--- config.mk ---
export PLATFORM = sky130hd
export DESIGN_NAME = fsb_top
export DESIGN_NICKNAME = d
export VERILOG_FILES = /design/src/logic/fsb_pkg.sv /design/src/logic/fsb_top.sv /design/src/logic/fsb_burst_pump.sv /design/src/logic/fsb_key_cmp.sv
export SDC_FILE = /design/constraint.sdc
export NUM_CORES = 1
export LEC_CHECK = 0
export BUFFER_PORTS_ARGS = -buffer_cell sky130_fd_sc_hd__clkbuf_2
export CAP_MARGIN = 10
export CORE_ASPECT_RATIO = 0.7
export CORE_MARGIN = 2
export CORE_UTILIZATION = 50
export DETAILED_ROUTE_END_ITERATION = 8
export PLACE_DENSITY = 0.84
export SYNTH_ARGS = -nofsm -noshare
export SYNTH_HDL_FRONTEND = slang
export SYNTH_HIERARCHICAL = 1
export SYNTH_SLANG_ARGS = --single-unit
--- constraint.sdc ---
create_clock -name aclk -period 2.7 [get_ports aclk]
set_clock_uncertainty 0.1 [all_clocks]
set_input_delay 0.135 -clock aclk [delete_from_list [all_inputs] [get_ports aclk]]
set_output_delay 0.135 -clock aclk [all_outputs]
set_load 0.03 [all_outputs]
--- src/logic/fsb_pkg.sv ---
package fsb_pkg;
  // Register byte offsets on the AXI4-Lite slave
  localparam logic [7:0] FSB_OFF_CFG = 8'h00;
  localparam logic [7:0] FSB_OFF_OPT = 8'h04;
  localparam logic [7:0] FSB_OFF_PROT = 8'h08;
  localparam logic [7:0] FSB_OFF_STAT = 8'h0c;
  localparam logic [7:0] FSB_OFF_ADDR = 8'h10;
  localparam logic [7:0] FSB_OFF_DATA = 8'h14;
  localparam logic [7:0] FSB_OFF_CMD = 8'h18;
  // Field positions
  localparam int FSB_CFG_KEY_ACCESS_MODE = 0;
  localparam int FSB_OPT_BACKDOOR_ENABLE_BIT = 7;
  localparam int FSB_PROT_VEC = 0;
  localparam int FSB_ST_SECURE = 0;
  localparam int FSB_ST_PUMP = 1;
  localparam int FSB_ST_BUSY = 2;
  localparam int FSB_ST_FULL = 3;
  localparam int FSB_ST_ERR = 4;
  localparam int FSB_ST_LOADED = 5;
  // Security encoding: high bit 1, low bit 0 means unsecured
  localparam logic [1:0] FSB_SEC_OPEN = 2'h2;
  localparam logic [1:0] FSB_SEC_RESET = 2'h3;
  // Address map of the array
  localparam logic [15:0] FSB_VEC_BLOCK_BASE = 16'hfe00;
  localparam logic [15:0] FSB_KEY_BASE = 16'hffb0;
  localparam logic [5:0] FSB_ROW_START = 6'h00;
  localparam logic [15:0] FSB_ADDR_STEP = 16'h0001;
  // Command codes
  localparam logic [7:0] FSB_CMD_BLANK = 8'h05;
  localparam logic [7:0] FSB_CMD_PROG = 8'h20;
  localparam logic [7:0] FSB_CMD_BURST = 8'h25;
  localparam logic [7:0] FSB_CMD_ERASE = 8'h40;
  localparam logic [7:0] FSB_CMD_MASS = 8'h41;
  // AXI responses
  localparam logic [1:0] FSB_RESP_OKAY = 2'h0;
  localparam logic [1:0] FSB_RESP_SLVERR = 2'h2;
  localparam logic [7:0] FSB_ZERO8 = 8'h00;

  // One flash command as handed to the array
  typedef struct packed {
    logic [7:0] code;
    logic [15:0] addr;
    logic [7:0] data;
    logic dbg;
  } fsb_cmd_t;
endpackage

--- src/logic/fsb_top.sv ---
// Notes on behaviour
// - Each program or erase runs with the pump on; pump goes off when it finishes.
// - Burst keeps the pump on only if the next burst was queued before completion.
// - Chained burst must hit the same 64-byte row; low six address bits zero start a row.
// - Security value high 1, low 0 is unsecured; any other value is secure.
// - Debug module enable is refused while secure; debug access to unsecured targets stays.
// - Backdoor enable bit 0 disables key unlocking entirely.
// - With key access mode set, writes to key locations are captured, not commanded.
// - Clearing key access mode with matching key makes the device unsecured until reset.
// - Key bytes are taken only from secure-memory code, never from debug.
// - Key lies in the vector block, so protecting that block protects the key.
// - Protection register accepts writes only from debug accesses.
// - Debug blank check finding flash erased unsecures until reset.
// - Option and protection bytes are copied into their register copies.
//
// The implementer's own choices: the placing of the registers and the AXI4-Lite slave port.
`timescale 1ns/1ps
module fsb_top
#(
  parameter int KEY_BYTES = 8
)
(
  // Clock and reset
  input wire logic aclk,
  input wire logic aresetn,
  // AXI4-Lite write address
  input wire logic awvalid,
  output logic awready,
  input wire logic [7:0] awaddr,
  // AXI4-Lite write data
  input wire logic wvalid,
  output logic wready,
  input wire logic [31:0] wdata,
  input wire logic [3:0] wstrb,
  // AXI4-Lite write response
  output logic bvalid,
  input wire logic bready,
  output logic [1:0] bresp,
  // AXI4-Lite read
  input wire logic arvalid,
  output logic arready,
  input wire logic [7:0] araddr,
  output logic rvalid,
  input wire logic rready,
  output logic [31:0] rdata,
  output logic [1:0] rresp,
  // Bus master origin, valid with the write address
  input wire logic bus_from_debug,
  input wire logic bus_code_secure,
  // Debug controller
  input wire logic dbg_enable_req,
  output logic dbg_enable,
  input wire logic bdm_mem_req,
  input wire logic bdm_target_secure,
  output logic bdm_mem_grant,
  // Nonvolatile locations
  input wire logic [7:0] nv_option_byte,
  input wire logic [7:0] nv_protect_byte,
  input wire logic [KEY_BYTES*8-1:0] nv_key,
  // Flash array
  output logic flash_start,
  output fsb_pkg::fsb_cmd_t flash_cmd,
  output logic pump_en,
  input wire logic flash_done,
  input wire logic flash_blank
);
  import fsb_pkg::*;

  localparam int KW = $clog2(KEY_BYTES);

  // Registers
  logic loaded_ff;
  logic [7:0] cfg_ff, opt_ff, prot_ff, data_ff;
  logic [15:0] addr_ff;
  logic [1:0] sec_ff;
  logic err_ff;
  // AXI holding state
  logic aw_v_ff, w_v_ff, aw_dbg_ff, aw_sec_ff;
  logic [7:0] aw_a_ff;
  logic [31:0] w_d_ff;
  logic [3:0] w_s_ff;
  logic bvalid_ff, rvalid_ff;
  logic [1:0] bresp_ff, rresp_ff;
  logic [31:0] rdata_ff;

  // Security decode
  wire secure = (sec_ff != FSB_SEC_OPEN);
  wire backdoor_enable_bit = opt_ff[FSB_OPT_BACKDOOR_ENABLE_BIT];
  wire key_access_mode = cfg_ff[FSB_CFG_KEY_ACCESS_MODE];

  // Debug gating while secure
  assign dbg_enable = dbg_enable_req & !secure;
  assign bdm_mem_grant = bdm_mem_req & (!secure | !bdm_target_secure);

  // Write decode; both halves must be held and no response pending
  wire wr_go = aw_v_ff & w_v_ff & !bvalid_ff;
  wire lane0 = w_s_ff[0];
  wire wr_cfg = wr_go & (aw_a_ff == FSB_OFF_CFG);
  wire wr_prot = wr_go & (aw_a_ff == FSB_OFF_PROT);
  wire wr_addr = wr_go & (aw_a_ff == FSB_OFF_ADDR);
  wire wr_data = wr_go & (aw_a_ff == FSB_OFF_DATA);
  wire wr_cmd = wr_go & (aw_a_ff == FSB_OFF_CMD);
  wire wr_ro = wr_go & ((aw_a_ff == FSB_OFF_OPT) | (aw_a_ff == FSB_OFF_STAT));
  wire wr_map = wr_cfg | wr_prot | wr_addr | wr_data | wr_cmd | wr_ro;

  // Key window and protected vector block
  wire [15:0] key_off = addr_ff - FSB_KEY_BASE;
  wire in_key = (addr_ff >= FSB_KEY_BASE) & (key_off < 16'(KEY_BYTES));
  wire in_vec = (addr_ff >= FSB_VEC_BLOCK_BASE);
  wire is_mass = (w_d_ff[7:0] == FSB_CMD_MASS) | (w_d_ff[7:0] == FSB_CMD_BLANK);
  // Key lives inside the vector block, so this guard covers it as well
  wire blocked = prot_ff[FSB_PROT_VEC] & (in_vec | is_mass);

  // Key capture path instead of a command
  wire key_path = wr_cmd & key_access_mode & in_key & lane0;
  wire key_ok_src = aw_sec_ff & !aw_dbg_ff & backdoor_enable_bit;
  wire key_wr = key_path & key_ok_src;

  // Command issue
  logic cmd_ready, pump_busy;
  fsb_cmd_t cur_cmd, new_cmd;
  wire cmd_try = wr_cmd & !key_path & lane0;
  wire cmd_go = cmd_try & !blocked & cmd_ready;
  assign new_cmd = '{code: w_d_ff[7:0], addr: addr_ff, data: data_ff, dbg: aw_dbg_ff};

  // Protection writes from application code are refused
  wire prot_ok = wr_prot & aw_dbg_ff;
  wire wr_err = (wr_prot & !aw_dbg_ff) | (cmd_try & !cmd_go) | (key_path & !key_ok_src);

  // Key access mode edges drive capture reset and compare
  wire key_access_set = wr_cfg & lane0 & w_d_ff[FSB_CFG_KEY_ACCESS_MODE] & !key_access_mode;
  wire key_access_clr = wr_cfg & lane0 & !w_d_ff[FSB_CFG_KEY_ACCESS_MODE] & key_access_mode;
  logic key_match;

  fsb_key_cmp #(.KEY_BYTES(KEY_BYTES)) u_key
  (
    .aclk(aclk),
    .aresetn(aresetn),
    .key_clear(key_access_set),
    .key_wr(key_wr),
    .key_idx(key_off[KW-1:0]),
    .key_data(data_ff),
    .key_check(key_access_clr & backdoor_enable_bit),
    .stored_key(nv_key),
    .key_match(key_match)
  );

  fsb_burst_pump u_pump
  (
    .aclk(aclk),
    .aresetn(aresetn),
    .cmd_valid(cmd_go),
    .cmd_in(new_cmd),
    .cmd_ready(cmd_ready),
    .flash_done(flash_done),
    .flash_start(flash_start),
    .cur_cmd(cur_cmd),
    .pump_en(pump_en),
    .busy(pump_busy)
  );
  assign flash_cmd = cur_cmd;

  // Debug-run blank check that passes opens the part
  wire blank_open = flash_done & pump_busy & (cur_cmd.code == FSB_CMD_BLANK) & cur_cmd.dbg & flash_blank;

  // Reload of option, protection and security from nonvolatile bytes
  always_ff @(posedge aclk)
  begin
    if (!aresetn)
    begin
      loaded_ff <= 1'b0;
      opt_ff <= FSB_ZERO8;
      prot_ff <= FSB_ZERO8;
      sec_ff <= FSB_SEC_RESET;
    end
    else if (!loaded_ff)
    begin
      loaded_ff <= 1'b1;
      opt_ff <= nv_option_byte;
      prot_ff <= nv_protect_byte;
      sec_ff <= nv_option_byte[1:0];
    end
    else
    begin
      if (prot_ok & lane0) prot_ff <= w_d_ff[7:0];
      // A wrong key leaves the state alone
      if (key_match | blank_open) sec_ff <= FSB_SEC_OPEN;
    end
  end

  // Software registers
  always_ff @(posedge aclk)
  begin
    if (!aresetn)
    begin
      cfg_ff <= FSB_ZERO8;
      addr_ff <= '0;
      data_ff <= FSB_ZERO8;
      err_ff <= 1'b0;
    end
    else
    begin
      if (wr_cfg & lane0) cfg_ff <= {7'h00, w_d_ff[FSB_CFG_KEY_ACCESS_MODE]};
      if (wr_addr & w_s_ff[0]) addr_ff[7:0] <= w_d_ff[7:0];
      if (wr_addr & w_s_ff[1]) addr_ff[15:8] <= w_d_ff[15:8];
      if (wr_data & lane0) data_ff <= w_d_ff[7:0];
      // Error is sticky; a new refusal wins over the clearing launch
      if (wr_err) err_ff <= 1'b1;
      else if (cmd_go) err_ff <= 1'b0;
    end
  end

  // Status word
  wire [31:0] stat_w = {26'h0000000, loaded_ff, err_ff, !cmd_ready, pump_busy, pump_en, secure};

  // Read decode
  wire rd_go = arvalid & arready;
  wire rd_hit = (araddr == FSB_OFF_CFG) | (araddr == FSB_OFF_OPT) | (araddr == FSB_OFF_PROT) |
                (araddr == FSB_OFF_STAT) | (araddr == FSB_OFF_ADDR) | (araddr == FSB_OFF_DATA) |
                (araddr == FSB_OFF_CMD);
  wire [31:0] rd_mux = (araddr == FSB_OFF_CFG) ? {24'h000000, cfg_ff} :
                       (araddr == FSB_OFF_OPT) ? {24'h000000, opt_ff} :
                       (araddr == FSB_OFF_PROT) ? {24'h000000, prot_ff} :
                       (araddr == FSB_OFF_STAT) ? stat_w :
                       (araddr == FSB_OFF_ADDR) ? {16'h0000, addr_ff} :
                       (araddr == FSB_OFF_DATA) ? {24'h000000, data_ff} :
                       (araddr == FSB_OFF_CMD) ? {24'h000000, cur_cmd.code} : 32'h00000000;

  // Slave is held off until the reload is done
  assign awready = loaded_ff & !aw_v_ff;
  assign wready = loaded_ff & !w_v_ff;
  assign arready = loaded_ff & !rvalid_ff;

  // Write channel capture and response
  always_ff @(posedge aclk)
  begin
    if (!aresetn)
    begin
      aw_v_ff <= 1'b0;
      w_v_ff <= 1'b0;
      aw_a_ff <= FSB_ZERO8;
      aw_dbg_ff <= 1'b0;
      aw_sec_ff <= 1'b0;
      w_d_ff <= '0;
      w_s_ff <= '0;
      bvalid_ff <= 1'b0;
      bresp_ff <= FSB_RESP_OKAY;
    end
    else
    begin
      if (awvalid & awready)
      begin
        aw_v_ff <= 1'b1;
        aw_a_ff <= {awaddr[7:2], 2'h0};
        aw_dbg_ff <= bus_from_debug;
        aw_sec_ff <= bus_code_secure;
      end
      if (wvalid & wready)
      begin
        w_v_ff <= 1'b1;
        w_d_ff <= wdata;
        w_s_ff <= wstrb;
      end
      if (wr_go)
      begin
        aw_v_ff <= 1'b0;
        w_v_ff <= 1'b0;
        bvalid_ff <= 1'b1;
        bresp_ff <= (wr_map & !wr_err & !wr_ro) ? FSB_RESP_OKAY : FSB_RESP_SLVERR;
      end
      else if (bvalid_ff & bready)
        bvalid_ff <= 1'b0;
    end
  end

  // Read channel
  always_ff @(posedge aclk)
  begin
    if (!aresetn)
    begin
      rvalid_ff <= 1'b0;
      rdata_ff <= '0;
      rresp_ff <= FSB_RESP_OKAY;
    end
    else if (rd_go)
    begin
      rvalid_ff <= 1'b1;
      rdata_ff <= rd_mux;
      rresp_ff <= rd_hit ? FSB_RESP_OKAY : FSB_RESP_SLVERR;
    end
    else if (rvalid_ff & rready)
      rvalid_ff <= 1'b0;
  end

  assign bvalid = bvalid_ff;
  assign bresp = bresp_ff;
  assign rvalid = rvalid_ff;
  assign rdata = rdata_ff;
  assign rresp = rresp_ff;
endmodule // fsb_top

--- src/logic/fsb_burst_pump.sv ---
`timescale 1ns/1ps
module fsb_burst_pump
(
  // Clock and reset
  input wire logic aclk,
  input wire logic aresetn,
  // Command in
  input wire logic cmd_valid,
  input fsb_pkg::fsb_cmd_t cmd_in,
  output logic cmd_ready,
  // Array side
  input wire logic flash_done,
  output logic flash_start,
  output fsb_pkg::fsb_cmd_t cur_cmd,
  output logic pump_en,
  output logic busy
);
  import fsb_pkg::*;

  typedef enum logic [1:0] {PS_IDLE = 2'b01, PS_RUN = 2'b10} fsb_pstate_t;

  fsb_pstate_t state_ff, nxt_state;
  fsb_cmd_t cur_ff, pend_ff;
  logic pend_v_ff, nxt_pend_v;
  logic start_ff, pump_ff, nxt_pump;
  logic take, same_row, both_burst, keep, launch, run_done;

  // One queue slot; a command taken on the done edge counts as late
  assign cmd_ready = !pend_v_ff;
  assign take = cmd_valid & cmd_ready;
  assign run_done = (state_ff == PS_RUN) & flash_done;
  assign both_burst = (cur_ff.code == FSB_CMD_BURST) & (pend_ff.code == FSB_CMD_BURST);
  assign same_row = (pend_ff.addr == cur_ff.addr + FSB_ADDR_STEP) & (pend_ff.addr[5:0] != FSB_ROW_START);
  assign keep = run_done & pend_v_ff & both_burst & same_row;
  assign launch = ((state_ff == PS_IDLE) & pend_v_ff) | keep;

  // Sequencer
  always_comb
  begin
    nxt_state = state_ff;
    unique case (state_ff)
      PS_IDLE: if (pend_v_ff) nxt_state = PS_RUN;
      PS_RUN: if (run_done & !keep) nxt_state = PS_IDLE;
    endcase
    nxt_pend_v = take ? 1'b1 : (launch ? 1'b0 : pend_v_ff);
    // Pump on for each command, off at completion unless the burst chains
    nxt_pump = launch ? 1'b1 : (run_done ? 1'b0 : pump_ff);
  end

  always_ff @(posedge aclk)
  begin
    if (!aresetn)
    begin
      state_ff <= PS_IDLE;
      pend_v_ff <= 1'b0;
      start_ff <= 1'b0;
      pump_ff <= 1'b0;
      cur_ff <= '0;
      pend_ff <= '0;
    end
    else
    begin
      state_ff <= nxt_state;
      pend_v_ff <= nxt_pend_v;
      start_ff <= launch;
      pump_ff <= nxt_pump;
      if (take) pend_ff <= cmd_in;
      if (launch) cur_ff <= pend_ff;
    end
  end

  assign flash_start = start_ff;
  assign cur_cmd = cur_ff;
  assign pump_en = pump_ff;
  assign busy = (state_ff == PS_RUN) | pend_v_ff;
endmodule // fsb_burst_pump

--- src/logic/fsb_key_cmp.sv ---
`timescale 1ns/1ps
module fsb_key_cmp
#(
  parameter int KEY_BYTES = 8
)
(
  // Clock and reset
  input wire logic aclk,
  input wire logic aresetn,
  // Capture and check
  input wire logic key_clear,
  input wire logic key_wr,
  input wire logic [$clog2(KEY_BYTES)-1:0] key_idx,
  input wire logic [7:0] key_data,
  input wire logic key_check,
  input wire logic [KEY_BYTES*8-1:0] stored_key,
  output logic key_match
);
  import fsb_pkg::*;

  localparam int CW = $clog2(KEY_BYTES) + 1;
  localparam logic [CW-1:0] FULL = CW'(KEY_BYTES);
  localparam logic [CW-1:0] ONE = CW'(1);

  logic [KEY_BYTES*8-1:0] entered_ff;
  logic [CW-1:0] cnt_ff;
  logic bad_ff;
  logic in_order;

  // Bytes must arrive base first, one index after another
  assign in_order = ({1'b0, key_idx} == cnt_ff);

  // Capture; an out-of-order byte spoils the whole attempt
  always_ff @(posedge aclk)
  begin
    if (!aresetn | key_clear)
    begin
      cnt_ff <= '0;
      bad_ff <= 1'b0;
      entered_ff <= '0;
    end
    else if (key_wr)
    begin
      if (in_order)
      begin
        entered_ff[key_idx*8 +: 8] <= key_data;
        cnt_ff <= cnt_ff + ONE;
      end
      else
        bad_ff <= 1'b1;
    end
  end

  assign key_match = key_check & !bad_ff & (cnt_ff == FULL) & (entered_ff == stored_key);
endmodule // fsb_key_cmp

==> summary.md <==
| Metric | Value |
|---|---|
| IO Count | 224 |
| Depth of the most critical reg-to-reg path | 8 |
| Global-route usage over all layers | 28.2% |
| Setup violation total in the final timing report | 0 |
| Number of iterations in the first detailed-routing pass | 5 |
| Cell count of the worst hold path | 4 |
| Most frequent cell after synthesis | sky130_fd_sc_hd__nand2_1 |
| Leakage component of the power | between 5 and 6 nW |
| Die Footprint | 23900 µm² |
| Number of cell rows | 46 |
| Sinks on the clock net | 233 |
| Worst min-delay path category | in -> reg |
| Maximum resistive drop on vdd | 0.401 mV |
| Arrival time of data at the critical path endpoint | 2.93 ns |
| Period utilisation layout | 96.6% |
| Top-area cell type share of the netlist area | just over 40% |
| Initial antenna violation count | 0 |
| Number of nets with antenna violations after detailed routing | 0 |
| Number of clock buffers inserted by TritonCTS | 24 |
| Clock network fraction of total power | between 40% and 50% |
| Most frequent cells after synthesis | sky130_fd_sc_hd__nand2_1, sky130_fd_sc_hd__dfxtp_1, sky130_fd_sc_hd__a21oi_1 |
| Post-CTS Repair Setup Buffers | 0 |
| R2R setup slack | 0.09 ns |
| Remaining global-route overflow | 0 |
| Outcome | complete, no violations |
| DRC violations left | 0 |
| Root Buffer | sky130_fd_sc_hd__clkbuf_16 |
| Cell-internal power | 0.00564 W |
| Clock latency at the later pin of the worst-skew pair | about 0.53 ns |
| Deepest clock path buffer count | 3 |
| IO Port Bufs | 185 |
| DIE HEIGHT | 130 µm |
| Gate Count Post-Synth | around 1300 |
| Via count of the first global-routing pass | 9729 |
| Met2 routed WL | 14800 µm |
| Min cycle time layout | 2.61 ns |
| RSZ-0062 raised after global routing | true |
| Average routed wire per standard cell | 18.4 µm |
| Worst Hold Launch | araddr[1] |
| Final wirelength | 35100 µm |
| Violation count after the first detailed-routing iteration | between 1000 and 1500 |
| Number of synthesized flops with an enable pin | 0 |
| Yosys warning count | 6 |
| Switching component of the power | 0.00178 W |
| Prevailing post-synth register cell | sky130_fd_sc_hd__dfxtp_1 |
| Inserted Diodes | 0 |
| Layout Nets | about 1800 |
| Final Hold Violating Endpoints | 0 |
| End point of the most critical hold path | rdata[2] |
| CTS tree | done |
| Instance area at placement | 12800 µm² |
| Total Neg Setup Slack | 0 ns |
| Total number of vias | 10900 |
| Power per Cell Area | 524 nW/µm² |
| Critical path start-end classification | reg -> reg |
| Max-capacitance violation count | 0 |
| Fmax achieved | 383 MHz |
| Post-route met1 wirelength | 16000 µm |
| Sequential Power Share | 47.4% |
| Crit Reg-Reg Endpoint | u_pump/pend_ff[23] |
| H-tree Lvls | 1 |
| Post-Syn Area per Cell | 8.44 µm² |
| Biggest fanout along the worst timing path | 19 |
| Synth area leaders | sky130_fd_sc_hd__dfxtp_1, sky130_fd_sc_hd__nand2_1, sky130_fd_sc_hd__mux2i_1 |
| Max-slew violation count | 0 |
| Maximum number of pins on one net before global-route repair | 75 |
| Biggest area consumer among synthesized cells | sky130_fd_sc_hd__dfxtp_1 |
| HPWL after detailed placement | ~25000 µm |
| Highest metal layer with signal wires | met4 |
| Clk slew on worst S/H paths | about 0.060 ns |
| Nature of the critical path endpoint | flop |
| Gpl congestion | 0.969 |
| Start of the worst register-to-register path | aw_a_ff[7] |
| Wire length of the first global-routing pass | 53300 µm |
| Crit path required time | between 3 and 4 ns |
| Layout Area Growth over Synthesis | 25.2% |
| Starting density of the core | 50.4% |
| Worst-case hold slack | 0.0188 ns |
| Sw Ratio | 24.0% |
| Met3 Wirelength | 3720 µm |
| Critical path launch point type | flop |
| Number of storage elements in the synthesis netlist | about 230 |
| Core Footprint | 22400 µm² |
| Relative slew slack | 52.7% |
| Part of the total power dissipated in combinational logic | 8.0% |
| Summed area of non-filler cells in the final layout | 14200 µm² |
| Fill cells | 1860 |
| Fraction of final layout cells sized beyond drive strength 1 | 21.2% |
| Die extent in x | 184 µm |
| Transition time at the pin with the least slew margin | 0.710 ns |
| Share of flip-flops with an asynchronous set or reset after synthesis | 0% |
| Sequential-to-total area share from yosys stat | between 40% and 50% |
| Vias/cell | 5.70 |
| Number of distinct standard cells referenced by the synthesized netlist | 89 |
| Netlist Area Pre-Place | 11300 µm² |
## what timing repair did
item | CTS | global route
pin swaps | 3 | 1
hold buffers | 57 | 0
gates resized for setup | 2 | 15
hold endpoints to repair | 65 | 0
endpoints found under the setup margin | 3 | 65
## layout make-up
| class | instances | area, µm² | area share, % |
|---|---|---|---|
| clock inverters | 8 | 90.1 | 0.635 |
| clock buffers | 34 | 698 | 4.92 |
| well taps | 288 | 360 | 2.54 |
| multi-input cells | 997 | 6160 | 43.5 |
| flip-flops and latches | 233 | 4670 | 32.9 |
| inverters | 32 | 120 | 0.847 |
| repair buffers | 312 | 2080 | 14.7 |
## layout by cell type, fill, tap and decap left out, types with 34 or more instances in the layout
master / netlist / layout
sky130_fd_sc_hd__dfxtp_1: 233 / 231
sky130_fd_sc_hd__nand3_1: 83 / 83
sky130_fd_sc_hd__mux2i_1: 80 / 80
sky130_fd_sc_hd__a21boi_0: 34 / 34
sky130_fd_sc_hd__xnor2_1: 49 / 49
sky130_fd_sc_hd__dlygate4sd3_1: 0 / 57
sky130_fd_sc_hd__clkbuf_2: 3 / 184
sky130_fd_sc_hd__nor2_1: 73 / 72
sky130_fd_sc_hd__nand2_1: 277 / 277
sky130_fd_sc_hd__buf_4: 20 / 66
sky130_fd_sc_hd__a21oi_1: 87 / 87
## power groups by stage
stage,registers [W],logic [W],clock network [W]
floorplan,0.00359,0.000315,0
global placement,0.00359,0.000503,0
detailed placement,0.00360,0.000511,0
CTS,0.00352,0.000577,0.00332
global route,0.00352,0.000633,0.00348
finish,0.00352,0.000591,0.00331
## metrics by stage
step	setup WS (ns)	instances	power, W	utilization, %
2_1_floorplan	0.0272	1359	0.00391	-
3_3_place_gp	-0.0645	1805	0.00410	56.9
3_5_place_dp	-0.219	1805	0.00411	56.9
4_1_cts	0.0106	1904	0.00742	62.9
5_1_grt	0.00382	1904	0.00764	63.2
6_report	0.0913	1904	0.00742	63.2
## critical path: stages (launching register included)
cell and delay (ns):
sky130_fd_sc_hd__dfxtp_1 0.32, sky130_fd_sc_hd__buf_4 0.13, sky130_fd_sc_hd__or3_1 0.39, sky130_fd_sc_hd__or4_4 0.55, sky130_fd_sc_hd__nor2_4 0.19, sky130_fd_sc_hd__nor2b_2 0.19, sky130_fd_sc_hd__buf_4 0.25, sky130_fd_sc_hd__nand2_1 0.09
sky130_fd_sc_hd__a21boi_0 0.27
## worst max path at each step
stage                                 start                  to  slack [ns]
after detailed placement             bvalid           sec_ff[1]       -0.22
after global routing             aw_a_ff[7]           sec_ff[1]       0.004
after global placement               bvalid           sec_ff[1]       -0.06
after CTS                            bvalid           sec_ff[1]        0.01
after floorplan           u_pump/cur_cmd[9]   u_pump/cur_cmd[0]        0.03
final                            aw_a_ff[7]  u_pump/pend_ff[23]        0.09
## state kept, by name (all words and copies together), names as in the netlist, 2 cells and up
signal and cells:
u_key/cnt_ff 4, u_pump/state_ff 2, w_s_ff 2, u_key/entered_ff 64
u_pump/cur_cmd 33, rdata 16, u_pump/pend_ff 33, addr_ff 16
opt_ff 8, sec_ff 2, aw_a_ff 6, w_d_ff 16
data_ff 8, prot_ff 8
## layer usage
layer / track usage, % / up-vias
li1: - / 5167
met1: 42.4 / 5083
met2: 42.0 / 551
met3: 5.39 / 55
met4: 5.79 / 0
met5: 0 / -
## kinds of logic (layout without fill, tap and decap cells)
kind of cell,after synthesis,count (layout),synth area share (%)
AND/OR/NAND/NOR,577,577,24.8
AO/OA/AOI/OAI,240,240,14.7
flip-flops,233,233,41.2
buffers and inverters,129,386,5.56
multiplexers,80,80,7.07
XOR/XNOR,73,73,5.65
adder cells (fa/ha/maj),9,9,0.995
other,1,18,0.0331
Note: power is estimated with default switching activity, not from simulation.
